### src/hdl/xconn_map.vh
// Purpose: Constants of the timeslot cross-connect
// Assumes: Included by bare name from the design files
// Notes:   Offsets and counts as defines
`ifndef XCONN_MAP_VH
`define XCONN_MAP_VH
// Sizes
`define N_IN            4
`define N_OUT           4
`define ID_W            2
`define BYTE_W          8
`define BIT_CNT_W       3
// Idle codes, A-law and mu-law
`define IDLE_A_LAW      8'hD5
`define IDLE_MU_LAW     8'hFF
// Management command codes
`define CMD_CONNECT     2'h1
`define CMD_RELEASE     2'h2
// Traffic direction attribute
`define DIR_UNI         1'b0
`define DIR_BI          1'b1
// Register offsets
`define REG_CTRL        4'h0
`define REG_CMD         4'h1
`define REG_STATUS      4'h2
`define REG_MAP0        4'h4
// Control field positions and reset value
`define CTRL_MU_LAW     0
`define CTRL_SRC_SEL_LO 4
`define CTRL_SINK_EN_LO 8
`define CTRL_RESET_VAL  32'h00000F00
// Command field positions
`define CMD_OP_LO       0
`define CMD_IN_LO       4
`define CMD_OUT_LO      8
`define CMD_DIR_BIT     12
`endif

### src/hdl/byte_deser.v
// Purpose: Collects one input channel's bits into bytes
// Assumes: Clock, data, marker and fail flag already synchronised
// Notes:   Marker high on the clock edge of bit one
`timescale 1ns/10ps
`include "xconn_map.vh"
module byte_deser (
    // Clock and reset
    input  wire        mclk_i,
    input  wire        sys_rst_i,
    // Synchronised channel
    input  wire        bit_clk_i,
    input  wire        data_i,
    input  wire        marker_i,
    input  wire        fail_i,
    // Completed byte
    output reg  [7:0]  byte_o,
    output reg         fail_o,
    output reg         valid_o
);
    reg                bit_clk_d_ff;
    reg  [7:0]         shift_ff;
    reg  [2:0]         cnt_ff;
    wire               rise;
    wire [2:0]         nxt_cnt;

    assign rise    = bit_clk_i & ~bit_clk_d_ff;
    assign nxt_cnt = marker_i ? 3'h1 : cnt_ff + 3'h1;

    always @(posedge mclk_i or posedge sys_rst_i) begin
        if (sys_rst_i) begin
            bit_clk_d_ff <= 1'b0;
            shift_ff     <= 8'h00;
            cnt_ff       <= 3'h0;
            byte_o       <= 8'h00;
            fail_o       <= 1'b0;
            valid_o      <= 1'b0;
        end else begin
            bit_clk_d_ff <= bit_clk_i;
            valid_o      <= 1'b0;
            if (rise) begin
                // Bit one arrives first, sits in the MSB
                shift_ff <= {shift_ff[6:0], data_i};
                cnt_ff   <= nxt_cnt;
                if (nxt_cnt == 3'h0) begin
                    byte_o  <= {shift_ff[6:0], data_i};
                    fail_o  <= fail_i;
                    valid_o <= 1'b1;
                end
            end
        end
    end
endmodule // byte_deser

### src/hdl/timeslot_cross_connect.v
// Purpose: 64 kbit/s byte channel cross-connect with idle generation
// Assumes: Channel and equipment timing inputs are asynchronous pins
// Notes:   Channel outputs retimed to equipment clock; connection and idle code changes take effect at bytes
`timescale 1ns/10ps
`include "xconn_map.vh"
module timeslot_cross_connect (
    // Clock and reset
    input  wire        mclk_i,
    input  wire        sys_rst_i,
    // Register port
    input  wire [3:0]  reg_addr_i,
    input  wire [31:0] reg_wdata_i,
    input  wire        reg_wr_i,
    input  wire        reg_rd_i,
    output reg  [31:0] reg_rdata_o,
    // Input channels
    input  wire [3:0]  channel_data_i,
    input  wire [3:0]  channel_bit_clock_i,
    input  wire [3:0]  channel_frame_marker_i,
    input  wire [3:0]  channel_fail_flag_i,
    // Equipment timing
    input  wire        equipment_timing_clock_i,
    input  wire        equipment_frame_marker_i,
    // Output channels
    output reg  [3:0]  channel_data_o,
    output wire [3:0]  channel_bit_clock_o,
    output reg  [3:0]  channel_frame_marker_o,
    output reg  [3:0]  channel_fail_flag_o,
    // Access point adaptation activation
    output reg  [3:0]  src_enable_o,
    output reg  [3:0]  sink_enable_o
);
    // Synchronisers
    reg  [3:0]         s1_dat_ff;
    reg  [3:0]         s2_dat_ff;
    reg  [3:0]         s1_clk_ff;
    reg  [3:0]         s2_clk_ff;
    reg  [3:0]         s1_mrk_ff;
    reg  [3:0]         s2_mrk_ff;
    reg  [3:0]         s1_ssf_ff;
    reg  [3:0]         s2_ssf_ff;
    reg                s1_eclk_ff;
    reg                s2_eclk_ff;
    reg                s1_emrk_ff;
    reg                s2_emrk_ff;
    reg                eclk_d_ff;

    // Received byte stores
    wire [31:0]        rx_byte;
    wire [3:0]         rx_fail;
    wire [3:0]         rx_valid;
    reg  [7:0]         hold_byte_ff [0:3];
    reg  [3:0]         hold_fail_ff;

    // Connection tables
    reg  [3:0]         conn_valid_ff;
    reg  [1:0]         conn_src_ff  [0:3];
    reg  [3:0]         conn_dir_ff;
    reg  [3:0]         pend_valid_ff;
    reg  [1:0]         pend_src_ff  [0:3];
    reg  [3:0]         pend_dir_ff;
    reg  [3:0]         pend_chg_ff;

    // Control
    reg                mu_law_ff;
    reg  [1:0]         src_sel_ff;
    reg  [3:0]         sink_en_ff;
    reg  [31:0]        rdata_nxt;

    // Output serialiser
    reg  [7:0]         tx_byte_ff [0:3];
    reg  [3:0]         tx_fail_ff;
    reg                tx_first_ff;
    reg  [2:0]         tx_cnt_ff;
    wire               erise;
    wire               efall;
    wire               frame_start;
    wire [7:0]         idle_code;
    integer            i;

    genvar g;
    generate
        for (g = 0; g < 4; g = g + 1) begin : rx
            byte_deser u_deser (
                .mclk_i    (mclk_i),
                .sys_rst_i (sys_rst_i),
                .bit_clk_i (s2_clk_ff[g]),
                .data_i    (s2_dat_ff[g]),
                .marker_i  (s2_mrk_ff[g]),
                .fail_i    (s2_ssf_ff[g]),
                .byte_o    (rx_byte[g*8 +: 8]),
                .fail_o    (rx_fail[g]),
                .valid_o   (rx_valid[g])
            );
        end
    endgenerate

    function [3:0] onehot;
        input [1:0] idx;
        begin
            onehot = 4'h1 << idx;
        end
    endfunction

    // Two-bit field of a written word
    function [1:0] field2;
        input [31:0] word;
        input integer lo;
        begin
            field2 = word[lo +: 2];
        end
    endfunction

    // Write strobe aimed at one register
    function reg_hit;
        input       wr;
        input [3:0] addr;
        input [3:0] want;
        begin
            reg_hit = wr && (addr == want);
        end
    endfunction

    always @(posedge mclk_i or posedge sys_rst_i) begin
        if (sys_rst_i) begin
            s1_dat_ff  <= 4'h0;
            s2_dat_ff  <= 4'h0;
            s1_clk_ff  <= 4'h0;
            s2_clk_ff  <= 4'h0;
            s1_mrk_ff  <= 4'h0;
            s2_mrk_ff  <= 4'h0;
            s1_ssf_ff  <= 4'h0;
            s2_ssf_ff  <= 4'h0;
            s1_eclk_ff <= 1'b0;
            s2_eclk_ff <= 1'b0;
            s1_emrk_ff <= 1'b0;
            s2_emrk_ff <= 1'b0;
            eclk_d_ff  <= 1'b0;
        end else begin
            s1_dat_ff  <= channel_data_i;
            s2_dat_ff  <= s1_dat_ff;
            s1_clk_ff  <= channel_bit_clock_i;
            s2_clk_ff  <= s1_clk_ff;
            s1_mrk_ff  <= channel_frame_marker_i;
            s2_mrk_ff  <= s1_mrk_ff;
            s1_ssf_ff  <= channel_fail_flag_i;
            s2_ssf_ff  <= s1_ssf_ff;
            s1_eclk_ff <= equipment_timing_clock_i;
            s2_eclk_ff <= s1_eclk_ff;
            s1_emrk_ff <= equipment_frame_marker_i;
            s2_emrk_ff <= s1_emrk_ff;
            eclk_d_ff  <= s2_eclk_ff;
        end
    end

    // Output clock edges come from equipment timing only
    assign erise       = s2_eclk_ff & ~eclk_d_ff;
    assign efall       = ~s2_eclk_ff & eclk_d_ff;
    assign frame_start = erise & s2_emrk_ff;
    assign idle_code   = mu_law_ff ? `IDLE_MU_LAW : `IDLE_A_LAW;
    assign channel_bit_clock_o = {4{eclk_d_ff}};

    // Latest complete byte per input
    always @(posedge mclk_i or posedge sys_rst_i) begin
        if (sys_rst_i) begin
            hold_fail_ff <= 4'h0;
            for (i = 0; i < 4; i = i + 1) begin
                hold_byte_ff[i] <= 8'h00;
            end
        end else begin
            for (i = 0; i < 4; i = i + 1) begin
                if (rx_valid[i]) begin
                    hold_byte_ff[i] <= rx_byte[i*8 +: 8];
                    hold_fail_ff[i] <= rx_fail[i];
                end
            end
        end
    end

    // Management and staged connection table
    always @(posedge mclk_i or posedge sys_rst_i) begin
        if (sys_rst_i) begin
            mu_law_ff     <= 1'b0;
            src_sel_ff    <= 2'h0;
            sink_en_ff    <= 4'hF;
            conn_valid_ff <= 4'h0;
            conn_dir_ff   <= 4'h0;
            pend_valid_ff <= 4'h0;
            pend_dir_ff   <= 4'h0;
            pend_chg_ff   <= 4'h0;
            for (i = 0; i < 4; i = i + 1) begin
                conn_src_ff[i] <= 2'h0;
                pend_src_ff[i] <= 2'h0;
            end
        end else begin
            // Staged entries commit at the equipment byte start
            if (frame_start) begin
                for (i = 0; i < 4; i = i + 1) begin
                    if (pend_chg_ff[i]) begin
                        conn_valid_ff[i] <= pend_valid_ff[i];
                        conn_src_ff[i]   <= pend_src_ff[i];
                        conn_dir_ff[i]   <= pend_dir_ff[i];
                    end
                end
                pend_chg_ff <= 4'h0;
            end
            if (reg_hit(reg_wr_i, reg_addr_i, `REG_CTRL)) begin
                mu_law_ff  <= reg_wdata_i[`CTRL_MU_LAW];
                src_sel_ff <= field2(reg_wdata_i, `CTRL_SRC_SEL_LO);
                sink_en_ff <= reg_wdata_i[`CTRL_SINK_EN_LO +: 4];
            end
            if (reg_hit(reg_wr_i, reg_addr_i, `REG_CMD)) begin
                // Only the named output entry changes
                for (i = 0; i < 4; i = i + 1) begin
                    if (field2(reg_wdata_i, `CMD_OUT_LO) == i[1:0]) begin
                        if (field2(reg_wdata_i, `CMD_OP_LO) == `CMD_CONNECT) begin
                            pend_valid_ff[i] <= 1'b1;
                            pend_src_ff[i]   <= field2(reg_wdata_i, `CMD_IN_LO);
                            pend_dir_ff[i]   <= reg_wdata_i[`CMD_DIR_BIT];
                            pend_chg_ff[i]   <= 1'b1;
                        end else if (field2(reg_wdata_i, `CMD_OP_LO) == `CMD_RELEASE) begin
                            pend_valid_ff[i] <= 1'b0;
                            pend_dir_ff[i]   <= `DIR_UNI;
                            pend_chg_ff[i]   <= 1'b1;
                        end
                    end
                end
            end
        end
    end

    // Access point activation
    always @(posedge mclk_i or posedge sys_rst_i) begin
        if (sys_rst_i) begin
            src_enable_o  <= 4'h1;
            sink_enable_o <= 4'hF;
        end else begin
            src_enable_o  <= onehot(src_sel_ff);
            sink_enable_o <= sink_en_ff;
        end
    end

    // Retimed serialiser
    always @(posedge mclk_i or posedge sys_rst_i) begin
        if (sys_rst_i) begin
            tx_cnt_ff              <= 3'h0;
            tx_first_ff            <= 1'b0;
            tx_fail_ff             <= 4'h0;
            channel_data_o         <= 4'h0;
            channel_frame_marker_o <= 4'h0;
            channel_fail_flag_o    <= 4'h0;
            for (i = 0; i < 4; i = i + 1) begin
                tx_byte_ff[i] <= 8'h00;
            end
        end else if (efall) begin
            // Drive on falling edge so the far end samples on the rise
            tx_cnt_ff   <= tx_cnt_ff + 3'h1;
            tx_first_ff <= 1'b0;
            // Marker stands over the rise that samples bit one
            channel_frame_marker_o <= {4{tx_first_ff}};
            if (tx_first_ff) begin
                channel_fail_flag_o <= tx_fail_ff;
            end
            for (i = 0; i < 4; i = i + 1) begin
                channel_data_o[i] <= tx_byte_ff[i][3'h7 - tx_cnt_ff];
            end
        end else if (frame_start) begin
            tx_cnt_ff   <= 3'h0;
            tx_first_ff <= 1'b1;
            for (i = 0; i < 4; i = i + 1) begin
                if (conn_valid_ff[i]) begin
                    tx_byte_ff[i] <= hold_byte_ff[conn_src_ff[i]];
                    tx_fail_ff[i] <= hold_fail_ff[conn_src_ff[i]];
                end else begin
                    tx_byte_ff[i] <= idle_code;
                    tx_fail_ff[i] <= 1'b0;
                end
            end
        end
    end

    // Register read
    always @* begin
        rdata_nxt = 32'h00000000;
        case (reg_addr_i)
            `REG_CTRL: begin
                rdata_nxt[`CTRL_MU_LAW]          = mu_law_ff;
                rdata_nxt[`CTRL_SRC_SEL_LO +: 2] = src_sel_ff;
                rdata_nxt[`CTRL_SINK_EN_LO +: 4] = sink_en_ff;
            end
            `REG_STATUS: begin
                rdata_nxt[3:0] = conn_valid_ff;
                rdata_nxt[7:4] = pend_chg_ff;
                rdata_nxt[11:8] = conn_dir_ff;
            end
            `REG_MAP0: begin
                for (i = 0; i < 4; i = i + 1) begin
                    rdata_nxt[i*4 +: 2] = conn_src_ff[i];
                end
            end
            default: begin
                rdata_nxt = 32'h00000000;
            end
        endcase
    end

    always @(posedge mclk_i or posedge sys_rst_i) begin
        if (sys_rst_i) begin
            reg_rdata_o <= 32'h00000000;
        end else if (reg_rd_i) begin
            reg_rdata_o <= rdata_nxt;
        end else begin
            reg_rdata_o <= 32'h00000000;
        end
    end
endmodule // timeslot_cross_connect

### config.mk
export PLATFORM = sky130hd
export DESIGN_NAME = timeslot_cross_connect
export DESIGN_NICKNAME = d
export VERILOG_FILES = /design/src/hdl/byte_deser.v /design/src/hdl/timeslot_cross_connect.v
export VERILOG_INCLUDE_DIRS = /design/src /design/src/hdl
export SDC_FILE = /design/constraint.sdc
export NUM_CORES = 1
export LEC_CHECK = 0
export BUFFER_PORTS_ARGS = -buffer_cell sky130_fd_sc_hd__clkbuf_2
export CORE_ASPECT_RATIO = 0.6
export CORE_UTILIZATION = 27
export CTS_BUF_LIST = sky130_fd_sc_hd__clkbuf_8
export CTS_CLUSTER_DIAMETER = 50
export DETAILED_ROUTE_END_ITERATION = 16
export GPL_TIMING_DRIVEN = 0
export PLACE_DENSITY = 0.5
export SLEW_MARGIN = 5
export SYNTH_ARGS = -nofsm -noshare
export SYNTH_HDL_FRONTEND = slang
export SYNTH_SLANG_ARGS = --single-unit
### constraint.sdc
create_clock -name mclk_i -period 8.7 [get_ports mclk_i]
set_clock_uncertainty 0.05 [all_clocks]
set_input_delay 1.74 -clock mclk_i [delete_from_list [all_inputs] [get_ports mclk_i]]
set_output_delay 1.74 -clock mclk_i [all_outputs]
set_load 0.02 [all_outputs]
==> results.sh <==
export IMPL_fillers=4072
export IMPL_multi_input_area_mm2=0.00412
export IMPL_syn_inst=772
export IMPL_p_per_area_mw_per_mm2=261
export IMPL_fin_ws_ns=5.54
export IMPL_slew_limit_headroom_pct=14.7
export IMPL_synth_cell_type_count=44
export IMPL_regArea_mm2=0.00679
export IMPL_dp_hpwl_mm=18.3
export IMPL_cts_buffers=44
export IMPL_synthFlopType="dfrtp_1"
export IMPL_core_mm2=0.0407
export IMPL_place_congestion=0.828
export IMPL_hold_path_class="reg -> reg"
export IMPL_dieArea_mm2=0.0425
export IMPL_synth_area_leaders="dfrtp_1, mux2_2, mux4_2"
export IMPL_grt_total_usage_pct=12.4
export IMPL_cp_arrival_ns=1.37
export IMPL_fp_dieH_um=160
export IMPL_period_needed_ns=3.16
export IMPL_layout_worst_path_cycle_share_pct=36.3
export IMPL_synthArstFlopShare_pct=100
export IMPL_hold_violations=0
export IMPL_clkSlewWorstSetupHoldPaths_ns=0.06
export IMPL_io_pins=114
export IMPL_ys_ff_latch=271
export IMPL_start_kind="flip-flop"
export IMPL_cts_htree_levels=2
export IMPL_wl_per_cell_um=16.7
export IMPL_yosys_warnings=0
export IMPL_crit_fanout=9
export IMPL_endpoint_kind="output pin"
export IMPL_finalMaxSlewViolations=0
export IMPL_insertion_delay_ns=0.57
export IMPL_setup_tns_final_ns=0
export IMPL_cts_root_buffer_cell="clkbuf_8"
export IMPL_initial_core_util_pct=27.6
export IMPL_max_freq_ghz=0.317
export IMPL_die_w_um=265
export IMPL_layout_drive_gt1_share_pct=39.3
export IMPL_synth_top_cell_by_area="dfrtp_1"
export IMPL_maxCapViolCount=0
export IMPL_tritoncts="built"
export IMPL_vdd_drop_max_mv=0.134
export IMPL_hold_buffers=0
export IMPL_synth_edf_count=0
export IMPL_antenna_cells=0
export IMPL_crit_type="reg -> out"
export IMPL_seq_area_frac_synth_pct=60.4
export IMPL_first_pass_iters=4
export IMPL_pre_cts_slack_ns=5.00
export IMPL_clock_sinks=271
export IMPL_status="finished, final reports clean"
export IMPL_routed_wirelength_mm=25.2
export IMPL_final_util_pct=33.1
export IMPL_leakage_uw=0.00606
export IMPL_rows=57
export IMPL_synth_top_area_share_pct=58.3
export IMPL_grt_ovfl_total=0
export IMPL_vias_per_cell=4.37
export IMPL_synth_area_mm2=0.0112
export IMPL_port_buffers=71
export IMPL_grt_first_pass_wirelength_mm=40.5
export IMPL_syn_to_final_growth_pct=19.8
export IMPL_nets=979
export IMPL_grt_max_degree=41
export IMPL_required_ns=6.91
export IMPL_finalSetupViolations=0
export IMPL_rsz0062_at_grt="no"
export IMPL_antenna_found_initial=0
export IMPL_vias=6587
export IMPL_avgSynthCellArea_um2=14.6
export IMPL_drc=0
export IMPL_worst_pin_slew_ns=1.27
export IMPL_drt_iter0_drc=400
export IMPL_postRouteAntennaNets=0
export IMPL_cts_buffer_depth=3
export IMPL_post_cts_buffers=0
export IMPL_cts_resized=0
export IMPL_grt_pass1_vias=6755
## path summary, 6_finish.rpt
path,startpoint,to,slack [ns],cells after the start
setup / recovery,eclk_d_ff$_DFF_PP0_,channel_bit_clock_o[1],5.54,2
setup reg to reg,eclk_d_ff$_DFF_PP0_,tx_byte_ff[31]$_DFFE_PP0P_,6.40,5
hold / removal,s1_mrk_ff[1]$_DFF_PP0_,s2_mrk_ff[1]$_DFF_PP0_,0.30,0
max in group asynchronous,sys_rst_i,hold_fail_ff[2]$_DFFE_PP0P_,6.49,5
hold reg to reg,s1_mrk_ff[1]$_DFF_PP0_,s2_mrk_ff[1]$_DFF_PP0_,0.30,0
min in group asynchronous,sys_rst_i,s1_ssf_ff[0]$_DFF_PP0_,1.10,2
## worst max-delay path, cell delays in order (launching register included)
cell      delay [ns]
dfrtp_1         0.49
buf_4           0.16
clkbuf_2        0.15
## Yosys cell counts (all sizes together) (3+ instances only)
cell / n
o22a: 20
a32o: 3
nand2b: 12
and3b: 5
o21ai: 18
nand3b: 3
nand3: 9
a21oi: 21
o31ai: 4
mux4: 40
nor4bb: 3
nor4: 6
dfstp: 9
mux2i: 21
and2: 5
nor2: 21
dfrtp: 262
buf: 34
inv: 20
mux2: 142
nor2b: 4
ha: 7
a22oi: 3
nand2: 54
clkbuf: 23
xnor2: 3
## power breakdown
group          switching, uW  internal [uW]
registers                239           1530
clock network            515            642
logic                    249            341
total                   1000           2520
## stage by stage
stage	cell area [um2]	std cells	hold slack [ns]	total power, uW
detailed placement	12500	1428	0.285	2390
global placement	12400	1420	0.283	2360
finish	13500	1509	0.296	3520
CTS	13500	1509	0.293	3580
global route	13500	1509	0.299	3730
floorplan	11300	789	0.281	2150
## cell families (layout without fill, tap and decap cells)
| group | Yosys count | in the layout | share of synthesized area [%] |
|---|---|---|---|
| other | 1 | 18 | 0.0334 |
| AOI/OAI and AO/OA | 72 | 72 | 4.33 |
| and+or+nand+nor | 136 | 136 | 6.35 |
| xor gates and xnor gates | 5 | 5 | 0.390 |
| buffers and inverters | 77 | 237 | 3.50 |
| muxes | 203 | 203 | 24.2 |
| DFF | 271 | 271 | 60.4 |
| adders and majority gates | 7 | 7 | 0.779 |
## state kept, by name, indices dropped and copies added, names as in the netlist, 8 cells and up
name	cells
rx.u_deser.byte_o	32
pend_src_ff	8
rx.u_deser.shift_ff	28
reg_rdata_o	14
conn_src_ff	8
hold_byte_ff	32
rx.u_deser.cnt_ff	12
tx_byte_ff	32
## routing by layer
layer	track usage, %	wire (um)
met4	3.10	377
met2	15.3	9360
met5	0	0
met1	20.5	14000
met3	3.10	1410
## placed cells by master (no fill, tap or decap), types with 9 or more instances in the layout
cell,instances
a21oi_1,21
buf_4,25
clkbuf_1,23
clkbuf_2,71
clkbuf_8,56
conb_1,18
dfrtp_1,262
dfstp_2,9
inv_1,35
mux2_2,140
mux2i_1,21
mux4_2,40
nand2_1,54
nand2b_1,12
nand3_1,9
nor2_1,21
o21ai_0,18
o22a_1,20
## final cells by class
| cell class | count | share of cell area [%] |
|---|---|---|
| Timing Repair Buffer | 79 | 3.83 |
| Multi-Input combinational cell | 441 | 30.6 |
| Sequential cell | 271 | 50.5 |
| Inverter | 20 | 0.586 |
| Tap cell | 560 | 5.20 |
| Buffer | 57 | 2.36 |
| Clock buffer | 56 | 5.72 |
| Clock inverter | 25 | 1.26 |
Note: power is estimated with default switching activity, not from simulation.
